===== src/inc/acr_pkg.sv =====
// Purpose: Shared constants and types of the accelerometer system control registers
// Assumes: 50 MHz system clock
// Notes:   Register offsets, field positions, reset values and timing constants
package acr_pkg;

	// ----------------------------------------------------------------
	// Register map
	// ----------------------------------------------------------------
	localparam logic [7:0] ADDR_CTRL_ONE = 8'h2a;
	localparam logic [7:0] ADDR_CTRL_TWO = 8'h2b;
	localparam logic [7:0] ADDR_X_MSB    = 8'h01;
	localparam logic [7:0] ADDR_Z_MSB    = 8'h05;
	localparam logic [7:0] STEP_NORMAL   = 8'h01;
	localparam logic [7:0] STEP_FAST     = 8'h02;

	// ----------------------------------------------------------------
	// Field positions
	// ----------------------------------------------------------------
	localparam int C1_ACTIVE   = 0;
	localparam int C1_FREAD    = 1;
	localparam int C1_LNOISE   = 2;
	localparam int C1_DR_LSB   = 3;
	localparam int C1_ASLP_LSB = 6;
	localparam int C2_MODS_LSB = 0;
	localparam int C2_SLPE     = 2;
	localparam int C2_SMOD_LSB = 3;
	localparam int C2_RST      = 6;
	localparam int C2_ST       = 7;

	// ----------------------------------------------------------------
	// Reset values
	// ----------------------------------------------------------------
	localparam logic [2:0] DR_RST_VAL   = 3'h1;
	localparam logic [1:0] ASLP_RST_VAL = 2'h0;
	localparam logic [1:0] MODS_RST_VAL = 2'h0;
	localparam logic [7:0] RD_ZERO      = 8'h00;

	// ----------------------------------------------------------------
	// Timing
	// ----------------------------------------------------------------
	localparam int CLK_PERIOD_NS  = 20;
	localparam int BASE_PERIOD_NS = 1250000;   // 800 Hz sample period
	localparam int BASE_PERIOD_CYC = BASE_PERIOD_NS / CLK_PERIOD_NS;
	localparam int BOOT_TIME_NS   = 1000000;   // Soft reset boot time
	localparam int BOOT_TIME_CYC  = BOOT_TIME_NS / CLK_PERIOD_NS;

	typedef enum logic [1:0] {
		MODE_STANDBY,
		MODE_WAKE,
		MODE_SLEEP,
		MODE_BOOT
	} acr_mode_e;

	// Period multiplier, as a left shift of the 800 Hz period
	function automatic logic [3:0] acr_odr_shift(input logic [2:0] code);
		logic [3:0] s;
		s = 4'h0;
		case (code)
			3'h0: s = 4'h0;
			3'h1: s = 4'h1;
			3'h2: s = 4'h2;
			3'h3: s = 4'h3;
			3'h4: s = 4'h4;
			3'h5: s = 4'h6;
			3'h6: s = 4'h7;
			default: s = 4'h9;
		endcase
		return s;
	endfunction : acr_odr_shift

	function automatic logic [3:0] acr_sleep_shift(input logic [1:0] code);
		logic [3:0] s;
		s = 4'h4;
		case (code)
			2'h0: s = 4'h4;
			2'h1: s = 4'h6;
			2'h2: s = 4'h7;
			default: s = 4'h9;
		endcase
		return s;
	endfunction : acr_sleep_shift

endpackage : acr_pkg


===== src/rtl/acr_tick_div.sv =====
// Purpose: Sample rate divider, one-cycle tick every period cycles
// Assumes: Period of at least one cycle
// Notes:   Restarts from zero whenever disabled
`timescale 1ns/1ns
module acr_tick_div (
	input  wire logic        clk,
	input  wire logic        rst_n,
	input  wire logic        en,
	input  wire logic [31:0] period,
	output logic             tick
);
	logic [31:0] cnt_r;

	always_ff @(posedge clk or negedge rst_n) begin
		if (!rst_n) begin
			cnt_r <= 32'h0;
			tick  <= 1'b0;
		end else if (!en) begin
			cnt_r <= 32'h0;
			tick  <= 1'b0;
		end else if (cnt_r >= period - 32'h1) begin
			cnt_r <= 32'h0;
			tick  <= 1'b1;
		end else begin
			cnt_r <= cnt_r + 32'h1;
			tick  <= 1'b0;
		end
	end
endmodule : acr_tick_div


===== src/rtl/acr_sys_ctrl.sv =====
// Purpose: System control register pair of a three-axis accelerometer
// Assumes: Serial engine on sys_clk presents one-cycle read and write strobes
// Notes:   Also supplies the burst pointer step and the sampling rate tick
//
// Overview of operation
// - The sleep poll code picks 50, 12.5, 6.25 or 1.56 Hz for codes 0 to 3.
// - In auto-sleep the whole system samples at the sleep poll rate instead of the data rate.
// - The output rate code picks 800 down to 1.5625 Hz for codes 0 to 7 and resets to 1.
// - The active bit selects Standby at 0 and Active at 1 and resets to Standby.
// - The reduced-noise bit doubles gain and limits full scale to 4 g.
// - Fast-read limits output to the high byte and burst addressing skips the X and Y low bytes.
// - With fast-read, a 3-byte burst from the X high byte returns the three high bytes.
// - The self-test bit enables self-test and shifts every axis output, 0 disables it.
// - Soft reset goes to Standby, reloads defaults, self-clears at boot end; host waits 1 ms.
// - The auto-sleep enable bit forbids sleep transitions at 0 and allows them at 1.
`timescale 1ns/1ns
module acr_sys_ctrl
	import acr_pkg::*;
#(
	parameter int unsigned BASE_CYC = acr_pkg::BASE_PERIOD_CYC,
	parameter int unsigned BOOT_CYC = acr_pkg::BOOT_TIME_CYC
) (
	input  wire logic                  sys_clk,
	input  wire logic                  rst_n,
	input  wire logic [7:0]            reg_addr,
	input  wire logic                  reg_wr_en,
	input  wire logic [7:0]            reg_wr_data,
	input  wire logic                  reg_rd_en,
	input  wire logic                  sleep_req,
	output logic [7:0]                 reg_rd_data,
	output logic [7:0]                 burst_next_addr,
	output logic                       active_mode,
	output logic                       sleep_mode,
	output logic                       boot_busy,
	output logic                       sample_tick,
	output logic                       gain_x2,
	output logic                       msb_only,
	output logic                       self_test_enable,
	output logic                       auto_sleep_en,
	output logic [1:0]                 sleep_osr_mode,
	output logic [1:0]                 wake_osr_mode
);
	import acr_pkg::*;

	// ----------------------------------------------------------------
	// Reset release
	// ----------------------------------------------------------------
	logic rst_s1_r;
	logic rst_sync_n;

	always_ff @(posedge sys_clk or negedge rst_n) begin
		if (!rst_n) begin
			rst_s1_r   <= 1'b0;
			rst_sync_n <= 1'b0;
		end else begin
			rst_s1_r   <= 1'b1;
			rst_sync_n <= rst_s1_r;
		end
	end

	// ----------------------------------------------------------------
	// Control fields
	// ----------------------------------------------------------------
	acr_mode_e   mode_r;
	logic        active_r;
	logic        fast_read_r;
	logic        reduced_noise_r;
	logic [2:0]  output_rate_sel_r;
	logic [1:0]  aslp_rate_r;
	logic [1:0]  mods_r;
	logic        slpe_r;
	logic [1:0]  smods_r;
	logic        self_test_r;
	logic [31:0] boot_cnt_r;
	logic        wr_one;
	logic        wr_two;
	logic        soft_rst;
	logic        boot_done;

	// Writes are dropped during boot; reads are still served and show the boot flag
	assign wr_one    = reg_wr_en && (reg_addr == ADDR_CTRL_ONE) && (mode_r != MODE_BOOT);
	assign wr_two    = reg_wr_en && (reg_addr == ADDR_CTRL_TWO) && (mode_r != MODE_BOOT);
	assign soft_rst  = wr_two && reg_wr_data[C2_RST];
	assign boot_done = (mode_r == MODE_BOOT) && (boot_cnt_r >= BOOT_CYC - 1);

	always_ff @(posedge sys_clk or negedge rst_sync_n) begin
		if (!rst_sync_n) begin
			active_r <= 1'b0;
		end else if (soft_rst || boot_done) begin
			active_r <= 1'b0;
		end else if (wr_one) begin
			active_r <= reg_wr_data[C1_ACTIVE];
		end
	end

	// Other control-one fields only take writes in Standby; a write while active keeps them
	always_ff @(posedge sys_clk or negedge rst_sync_n) begin
		if (!rst_sync_n) begin
			fast_read_r       <= 1'b0;
			reduced_noise_r   <= 1'b0;
			output_rate_sel_r <= DR_RST_VAL;
			aslp_rate_r       <= ASLP_RST_VAL;
		end else if (boot_done) begin
			fast_read_r       <= 1'b0;
			reduced_noise_r   <= 1'b0;
			output_rate_sel_r <= DR_RST_VAL;
			aslp_rate_r       <= ASLP_RST_VAL;
		end else if (wr_one && !active_r) begin
			fast_read_r       <= reg_wr_data[C1_FREAD];
			reduced_noise_r   <= reg_wr_data[C1_LNOISE];
			output_rate_sel_r <= reg_wr_data[C1_DR_LSB +: 3];
			aslp_rate_r       <= reg_wr_data[C1_ASLP_LSB +: 2];
		end
	end

	always_ff @(posedge sys_clk or negedge rst_sync_n) begin
		if (!rst_sync_n) begin
			mods_r      <= MODS_RST_VAL;
			slpe_r      <= 1'b0;
			smods_r     <= MODS_RST_VAL;
			self_test_r <= 1'b0;
		end else if (soft_rst || boot_done) begin
			mods_r      <= MODS_RST_VAL;
			slpe_r      <= 1'b0;
			smods_r     <= MODS_RST_VAL;
			self_test_r <= 1'b0;
		end else if (wr_two) begin
			mods_r      <= reg_wr_data[C2_MODS_LSB +: 2];
			slpe_r      <= reg_wr_data[C2_SLPE];
			smods_r     <= reg_wr_data[C2_SMOD_LSB +: 2];
			self_test_r <= reg_wr_data[C2_ST];
		end
	end

	// ----------------------------------------------------------------
	// System mode
	// ----------------------------------------------------------------
	always_ff @(posedge sys_clk or negedge rst_sync_n) begin
		if (!rst_sync_n) begin
			boot_cnt_r <= 32'h0;
		end else if (mode_r == MODE_BOOT) begin
			boot_cnt_r <= boot_cnt_r + 32'h1;
		end else begin
			boot_cnt_r <= 32'h0;
		end
	end

	always_ff @(posedge sys_clk or negedge rst_sync_n) begin
		if (!rst_sync_n) begin
			mode_r <= MODE_STANDBY;
		end else if (soft_rst) begin
			mode_r <= MODE_BOOT;
		end else begin
			case (mode_r)
				MODE_BOOT: begin
					if (boot_done) begin
						mode_r <= MODE_STANDBY;
					end
				end
				MODE_STANDBY: begin
					if (active_r) begin
						mode_r <= MODE_WAKE;
					end
				end
				MODE_WAKE: begin
					if (!active_r) begin
						mode_r <= MODE_STANDBY;
					end else if (slpe_r && sleep_req) begin
						mode_r <= MODE_SLEEP;
					end
				end
				MODE_SLEEP: begin
					if (!active_r) begin
						mode_r <= MODE_STANDBY;
					end else if (!slpe_r || !sleep_req) begin
						mode_r <= MODE_WAKE;
					end
				end
				default: mode_r <= MODE_STANDBY;
			endcase
		end
	end

	// ----------------------------------------------------------------
	// Sampling rate
	// ----------------------------------------------------------------
	logic [3:0]  rate_shift;
	logic [31:0] rate_period;
	logic        tick_raw;
	logic        sampling;

	// Sleep overrides the selected data rate for every block
	assign rate_shift  = (mode_r == MODE_SLEEP) ? acr_sleep_shift(aslp_rate_r)
	                                            : acr_odr_shift(output_rate_sel_r);
	assign rate_period = BASE_CYC << rate_shift;
	assign sampling    = (mode_r == MODE_WAKE) || (mode_r == MODE_SLEEP);

	acr_tick_div u_div (
		.clk    (sys_clk),
		.rst_n  (rst_sync_n),
		.en     (sampling),
		.period (rate_period),
		.tick   (tick_raw)
	);

	// ----------------------------------------------------------------
	// Read port and burst pointer
	// ----------------------------------------------------------------
	logic [7:0] rd_nxt;
	logic [7:0] ptr_nxt;

	always_comb begin
		rd_nxt = RD_ZERO;
		case (reg_addr)
			ADDR_CTRL_ONE: begin
				rd_nxt[C1_ACTIVE]        = active_r;
				rd_nxt[C1_FREAD]         = fast_read_r;
				rd_nxt[C1_LNOISE]        = reduced_noise_r;
				rd_nxt[C1_DR_LSB +: 3]   = output_rate_sel_r;
				rd_nxt[C1_ASLP_LSB +: 2] = aslp_rate_r;
			end
			ADDR_CTRL_TWO: begin
				rd_nxt[C2_MODS_LSB +: 2] = mods_r;
				rd_nxt[C2_SLPE]          = slpe_r;
				rd_nxt[C2_SMOD_LSB +: 2] = smods_r;
				rd_nxt[C2_RST]           = (mode_r == MODE_BOOT);
				rd_nxt[C2_ST]            = self_test_r;
			end
			default: rd_nxt = RD_ZERO;
		endcase
	end

	// X and Y low bytes sit at odd offsets plus one, so a step of two skips them
	always_comb begin
		ptr_nxt = reg_addr + STEP_NORMAL;
		if (fast_read_r && (reg_addr >= ADDR_X_MSB) && (reg_addr < ADDR_Z_MSB)) begin
			ptr_nxt = reg_addr + STEP_FAST;
		end
	end

	always_ff @(posedge sys_clk or negedge rst_sync_n) begin
		if (!rst_sync_n) begin
			reg_rd_data     <= RD_ZERO;
			burst_next_addr <= RD_ZERO;
		end else if (reg_rd_en) begin
			reg_rd_data     <= rd_nxt;
			burst_next_addr <= ptr_nxt;
		end
	end

	// ----------------------------------------------------------------
	// Outputs
	// ----------------------------------------------------------------
	always_ff @(posedge sys_clk or negedge rst_sync_n) begin
		if (!rst_sync_n) begin
			active_mode      <= 1'b0;
			sleep_mode       <= 1'b0;
			boot_busy        <= 1'b0;
			sample_tick      <= 1'b0;
			gain_x2          <= 1'b0;
			msb_only         <= 1'b0;
			self_test_enable <= 1'b0;
			auto_sleep_en    <= 1'b0;
			sleep_osr_mode   <= MODS_RST_VAL;
			wake_osr_mode    <= MODS_RST_VAL;
		end else begin
			active_mode      <= (mode_r == MODE_WAKE) || (mode_r == MODE_SLEEP);
			sleep_mode       <= (mode_r == MODE_SLEEP);
			boot_busy        <= (mode_r == MODE_BOOT);
			sample_tick      <= tick_raw;
			gain_x2          <= reduced_noise_r;
			msb_only         <= fast_read_r;
			self_test_enable <= self_test_r;
			auto_sleep_en    <= slpe_r;
			sleep_osr_mode   <= smods_r;
			wake_osr_mode    <= mods_r;
		end
	end
endmodule : acr_sys_ctrl


===== config.mk =====
export PLATFORM = sky130hd
export DESIGN_NAME = acr_sys_ctrl
export DESIGN_NICKNAME = d
export VERILOG_FILES = /design/src/inc/acr_pkg.sv /design/src/rtl/acr_tick_div.sv /design/src/rtl/acr_sys_ctrl.sv
export SDC_FILE = /design/constraint.sdc
export NUM_CORES = 1
export LEC_CHECK = 0
export ABC_AREA = 1
export BUFFER_PORTS_ARGS = -buffer_cell sky130_fd_sc_hd__buf_2
export CAP_MARGIN = 20
export CORE_UTILIZATION = 38
export CTS_BUF_LIST = sky130_fd_sc_hd__clkbuf_16
export DETAILED_ROUTE_END_ITERATION = 8
export GPL_TIMING_DRIVEN = 0
export PLACE_DENSITY_LB_ADDON = 0.15
export SLEW_MARGIN = 40
export SYNTH_ARGS = -nofsm -noshare
export SYNTH_HDL_FRONTEND = slang
export SYNTH_SLANG_ARGS = --single-unit

===== constraint.sdc =====
create_clock -name sys_clk -period 8.8 [get_ports sys_clk]
set_input_delay 0.88 -clock sys_clk [delete_from_list [all_inputs] [get_ports sys_clk]]
set_output_delay 0.88 -clock sys_clk [all_outputs]
set_load 0.05 [all_outputs]

**Yosys cells after proc, flatten, opt, wreduce, memory -nomap -nowiden**

Index checks and enable logic that the tools add are counted.
Widths: inputs -> output; s select.

- Register bits after elaboration: 111
- Logic and storage cells: 116

- Shift-type cells: 1
- Equality and inequality tests: 18
- Muxes and demuxes: 38
- $lt $le $gt $ge: 4
- Reduce and logical (&&, ||, !) cells: 23
- $add $sub $neg: 5

Operator list:

| kind | count |
|---|---|
| $mux 32 | 3 |
| $add 32x1->32 const B | 2 |
| $ge 32x16->1 const B | 1 |
| $ge 32x32->1 | 1 |
| $shl 16x4->32 const A | 1 |
| $sub 32x1->32 const B | 1 |
| $pmux 4 s7 | 1 |
| $mux 2 | 13 |
| $eq 8x6->1 const B | 2 |
| $mux 1 | 13 |
| $pmux 4 s3 | 1 |
| $logic_and 1x1->1 | 10 |
| $pmux 5 s2 | 1 |
| $eq 3x3->1 const B | 3 |
| $add 8x1->8 const B | 1 |
| $add 8x2->8 const B | 1 |
| $ge 8x1->1 const B | 1 |
| $lt 8x3->1 const B | 1 |
| $mux 8 | 1 |
| $ne 4x4->1 const B | 2 |
| $pmux 2 s4 | 1 |
| $eq 2x2->1 const B | 3 |
| $eq 3x2->1 const B | 2 |
| $mux 3 | 2 |
| other kinds (12) | 21 |

**Logic depth before layout (Yosys ltp)**

- Depth in word-level cells: 8
- Gate-level depth with buffers: 26
- Depth with buffers taken out: 25

**Modules after synthesis**

From an unflattened synthesis, not the netlist that was laid out.

- Cell total of the unflattened synthesis: 1,104
- Area, all modules: 8,015.2 µm²

By module, submodules not included:

| module | cells each | sequential area each (µm²) | times used | area each (µm²) |
|---|---|---|---|---|
| acr_sys_ctrl | 586 | 1,953.1 | 1 | 4,526.8 |
| acr_tick_div | 518 | 825.8 | 1 | 3,488.3 |

**Worst setup path after synthesis**

OpenSTA, ideal clock, no wires.

- Path kind: register to register
- From: reg mode_r[0]
- To: reg u_div.cnt_r[24]
- Stages on the path, launching flop included: 26
- Data arrival time: 3.616 ns
- Slack: 5.052 ns
- Library setup time: 0.132 ns
- Path buffers: 1
- Cell sequence: dfrtp_1 -> inv_1 -> ha_1 -> inv_2 -> or2_2 -> nand2_1 -> inv_1 -> ha_1 -> nand3_1 -> inv_1 -> nand2_1 -> ha_1 -> nand3_2 -> inv_2 -> nand2_4 -> nand3b_1 -> nand2_1 -> inv_1 -> ha_1 -> nand2_1 -> o21ai_0 -> a21oi_1 -> o21a_1 -> nand2_1 -> buf_1 -> nor2_1

- Word-level cells in the longest chain between the ends: 7
- Elaborated cells on any way between the ends: 9

Ends and longest elaborated chain:

| what | RTL line | RTL |
|---|---|---|
| from (decl) | acr_sys_ctrl.sv:64 | `acr_mode_e mode_r;` |
| from (signal assigned) | acr_sys_ctrl.sv:150 | `mode_r <= MODE_STANDBY;` |
| from (signal assigned) | acr_sys_ctrl.sv:152 | `mode_r <= MODE_BOOT;` |
| from (signal assigned) | acr_sys_ctrl.sv:157 | `mode_r <= MODE_STANDBY;` |
| $eq 2x2->1 | acr_sys_ctrl.sv:193, acr_sys_ctrl.sv:196 |  |
| $mux 4 | acr_sys_ctrl.sv:193 | `assign rate_shift = (mode_r == MODE_SLEEP) ? acr_sleep_shift(aslp_rate_r)` |
| $shl 16x4->32 | acr_sys_ctrl.sv:195 | `assign rate_period = BASE_CYC << rate_shift;` |
| $sub 32x1->32 | acr_tick_div.sv:21 | `end else if (cnt_r >= period - 32'h1) begin` |
| $ge 32x32->1 | acr_tick_div.sv:21 |  |
| $mux 32 | acr_tick_div.sv:21 |  |
| $mux 32 * | acr_tick_div.sv:18 | `end else if (!en) begin` |
| to (signal assigned) | acr_tick_div.sv:25 | `cnt_r <= cnt_r + 32'h1;` |
| to (decl) | acr_tick_div.sv:12 | `logic [31:0] cnt_r;` |

Mark *: on every way between the ends. The rest lies on a longest branch, timed or not.
A chain may end at the register's enable or synchronous reset.

**Worst setup path after layout**

- From: reg mode_r[0]
- To: reg u_div.cnt_r[21]

The elaborated chain is that of the path after synthesis.

==> reports/summary.md <==
## Synth
* 1038 — Post-Synthesis Cells
* 0 — number of enable flip-flop cells after synthesis
* 1.000 — share of async-settable or async-resettable flops after synthesis
* 0 — count of warnings emitted by yosys
* dfrtp_1 — leading register cell type out of synthesis
* 0.3614 — area share of the largest cell type after synthesis
* 7.337 sq um — syn_area_per_cell
* 47 — number of library cell types mapped by synthesis
* 111 — #FFs+latches synth
* dfrtp_1 — leading area contributor after synthesis
* 0.007616 sq mm — Post-Synthesis Cell Area
* dfrtp_1, nand2_1, ha_1 — Synth area leaders
* 0.3649 — sequential share of the synthesized area

## Final layout
* 0 — number of antenna cells inserted
* 1176 — total number of nets in the final design
* 12.58% — Area Overhead vs Synth
* 2091 — number of inserted filler cells in the final layout
* 0.1137 — fraction of final layout cells sized beyond drive strength 1
* 0.002783 sq mm — sequential cell area in the final layout
* 0.004333 sq mm — total area of multi-input combinational cells

## Route
* 5.064 — drt via density
* 345 — detailed router's first-iteration violation count
* 0 — Final ANT Viol Nets
* 14.42 um — detailed-route wire length per cell
* 19.79 mm — final wirelength
* 7 — first-pass iteration count of the detailed router
* 6953 — via count
* 0 — DR DRC count

## Timing
* 0.5502 — period utilization
* 0.6742 ns — Worst Tran Pin Value
* 0 ns — setup_tns
* 0.5506 — worst-case headroom to the max-slew limit
* 0 — count of final hold-check violations
* 0 — number of pins exceeding their max-slew limit in the final report
* 0 — final-report setup violation count
* 0.01218 ns — Layout Skew
* false — setup repair after global routing missed its margin
* 206.5 MHz — max frequency
* 4.842 ns — final critical path time including I/O delays and setup
* 3.958 ns — PnR worst setup slack

## Job
* 0 — number of violations of the max-capacitance limit

## Status
* complete, no violations — outcome

## Critical path
* buf_1 — slowest CP cell
* 5.06 ns — data arrival time of the critical path
* flop to flop — type of the setup path with the least slack
* nand2_1 — dominant cell type by count on the critical path
* flop — critical path capture point type
* 10 — largest fanout on the critical path
* flop — category of the worst setup path launch point
* inv_1, ha_1, inv_2, or2_2, nand2_1, inv_1, ha_1, nand3_1, inv_1, nand2_1, ha_1, nand3_2, inv_2, nand2_4, nand3b_1, nand2_1, inv_1, ha_1, nand4_1, nor4_1, nand2_1, nand2_1, buf_1, nor2_1 — series of cell instances along the critical path
* 9.02 ns — required time worst endpoint
* 0.54 ns — delay of the slowest cell on the worst path

## Placement
* 15.40 mm — dpl hpwl
* 46 — buffers added on ports
* 0.9069 — routability cong.
* 3.904 ns — worst-case setup slack after placement

## Floorplanning
* 143.6 um — die extent in x
* 0.3900 — starting utilization of the core area
* 51 — site row count
* 49 — I/O pins
* 0.02061 sq mm — Die Outline Area
* 0.01953 sq mm — Core Footprint
* 143.6 um — overall die height

## Power
* 157.4 mW/mm^2 — power density over cell area
* 4.098 nW — leakage power summed over all cells
* 109.7 uV — IR drop worst, VDD
* 1.350 mW — total chip power

## Clock network
* 3 — number of H-tree branching levels
* done — CTS tree
* 0 — number of buffers inserted by hold repair at cts
* 0 — buffers inserted during post-CTS setup optimization
* clkbuf_16 — clock root buffer
* 111 — Sinks on Clock Net
* 9 — CTS buffer count
* 2 — CTS max path bufs
* 0.37 ns — latest clock arrival within the worst-skew pair
* 0 — post-cts repair resize count
* 0.08 ns — clk slew on worst S/H paths

## Global routing
* 0 — number of antenna violations at the first check in global routing
* 0 — overflow left after global routing
* 33.11 mm — global-route wire length before repair
* 6538 — number of global-route vias before repair
* 39 — maximum number of pins on one net before global-route repair
* 0.2066 — total global-route track usage

## Worst hold path
* input port to async pin — worst min-delay path class

layer usage:
metal | vias to the layer above | global-route usage | share of wire
li1 | 3574 | - | -
met1 | 3230 | 0.2931 | 0.51
met2 | 123 | 0.3273 | 0.45
met3 | 26 | 0.02499 | 0.032
met4 | 0 | 0.06271 | 0.018
met5 | - | 0 | 0
registers in the layout (all words and copies together), names as in the netlist, 2 cells and up:
| register | count |
|---|---|
| aslp_rate_r | 2 |
| boot_cnt_r | 32 |
| burst_next_addr | 8 |
| mode_r | 2 |
| mods_r | 2 |
| output_rate_sel_r | 3 |
| reg_rd_data | 8 |
| sleep_osr_mode | 2 |
| smods_r | 2 |
| u_div.cnt_r | 32 |
| wake_osr_mode | 2 |
worst paths after layout:
check                           start  cells past startpoint               to  slack, ns
setup / recovery            mode_r[0]                     24  u_div.cnt_r[21]       3.96
hold / removal                  rst_n                      1       rst_sync_n       0.28
setup reg to reg            mode_r[0]                     24  u_div.cnt_r[21]       3.96
hold reg to reg            rst_sync_n                      0   boot_cnt_r[26]       0.31
max in group asynchronous  rst_sync_n                      3  reduced_noise_r       7.56
min in group sys_clk         rst_s1_r                      0       rst_sync_n       0.36
Yosys cell counts, drive strengths merged, types with 4 or more instances:
| library cell | n |
|---|---|
| nand2 | 245 |
| nor2 | 147 |
| nand3 | 114 |
| inv | 112 |
| dfrtp | 110 |
| ha | 52 |
| o21ai | 46 |
| a21oi | 45 |
| nor3 | 33 |
| nand4 | 23 |
| xor2 | 19 |
| a31oi | 17 |
| clkbuf | 11 |
| nor4 | 11 |
| buf | 9 |
| nand3b | 9 |
| or2 | 7 |
| o211ai | 4 |
| o21a | 4 |
| xnor2 | 4 |
area by class of cell:
class | count | share of cell area
Sequential cell | 111 | 0.3245
Clock inverter | 7 | 0.01036
Clock buffer | 9 | 0.02627
Inverter | 113 | 0.04947
Tap cell | 265 | 0.03867
Timing Repair Buffer | 49 | 0.03385
Multi-Input combinational cell | 799 | 0.5053
Buffer | 20 | 0.01153
worst max-delay path, delay by kind of cell (launching register included):
family / cells / cell delay (ns)
adder cells (fa/ha/maj): 4 / 1.10
buffers and inverters: 7 / 1.14
flip-flops: 1 / 0.42
AND/OR/NAND/NOR: 13 / 2.05
logic make-up after synthesis:
family / share of synthesized area
AND/OR/NAND/NOR: 0.3611
other: 0.0004924
XOR/XNOR: 0.02645
AO/OA/AOI/OAI: 0.09299
flip-flops: 0.3649
buffers and inverters: 0.06867
adder cells (fa/ha/maj): 0.08543
power by group:
part	internal [mW]	total, mW	switching [mW]	leakage (nW)
combinational	0.110	0.363	0.253	2.44
sequential	0.532	0.551	0.0192	1.50
clock	0.228	0.436	0.208	0.154
stage by stage:
stage,util,cells,hold WS (ns),instance area (sq um)
after floorplan,-,1043,0.3312,7635
after CTS,0.4391,1373,0.2705,8574
after detailed placement,0.4230,1357,0.3352,8260
after global routing,0.4391,1373,0.2757,8574
after global placement,0.4198,1354,0.3356,8197
final,0.4391,1373,0.2819,8574
placed cells by master (no fill, tap or decap), types with 6 or more instances in the layout:
cell | Yosys | layout
nor2_2 | 10 | 10
inv_1 | 105 | 106
o21ai_0 | 44 | 44
ha_1 | 52 | 52
nor3_1 | 31 | 31
nand3b_1 | 9 | 9
nand3_1 | 106 | 106
or2_2 | 7 | 7
nor4_1 | 11 | 11
dfrtp_1 | 110 | 109
nor2_1 | 132 | 132
inv_2 | 7 | 7
xor2_1 | 19 | 19
nand2_2 | 9 | 9
clkbuf_16 | 0 | 9
conb_1 | 1 | 6
nand2_1 | 233 | 233
a31oi_1 | 17 | 17
clkbuf_1 | 11 | 11
a21oi_1 | 44 | 44
buf_2 | 1 | 47
nand4_1 | 22 | 22
Power figures use the tool's default switching activity.
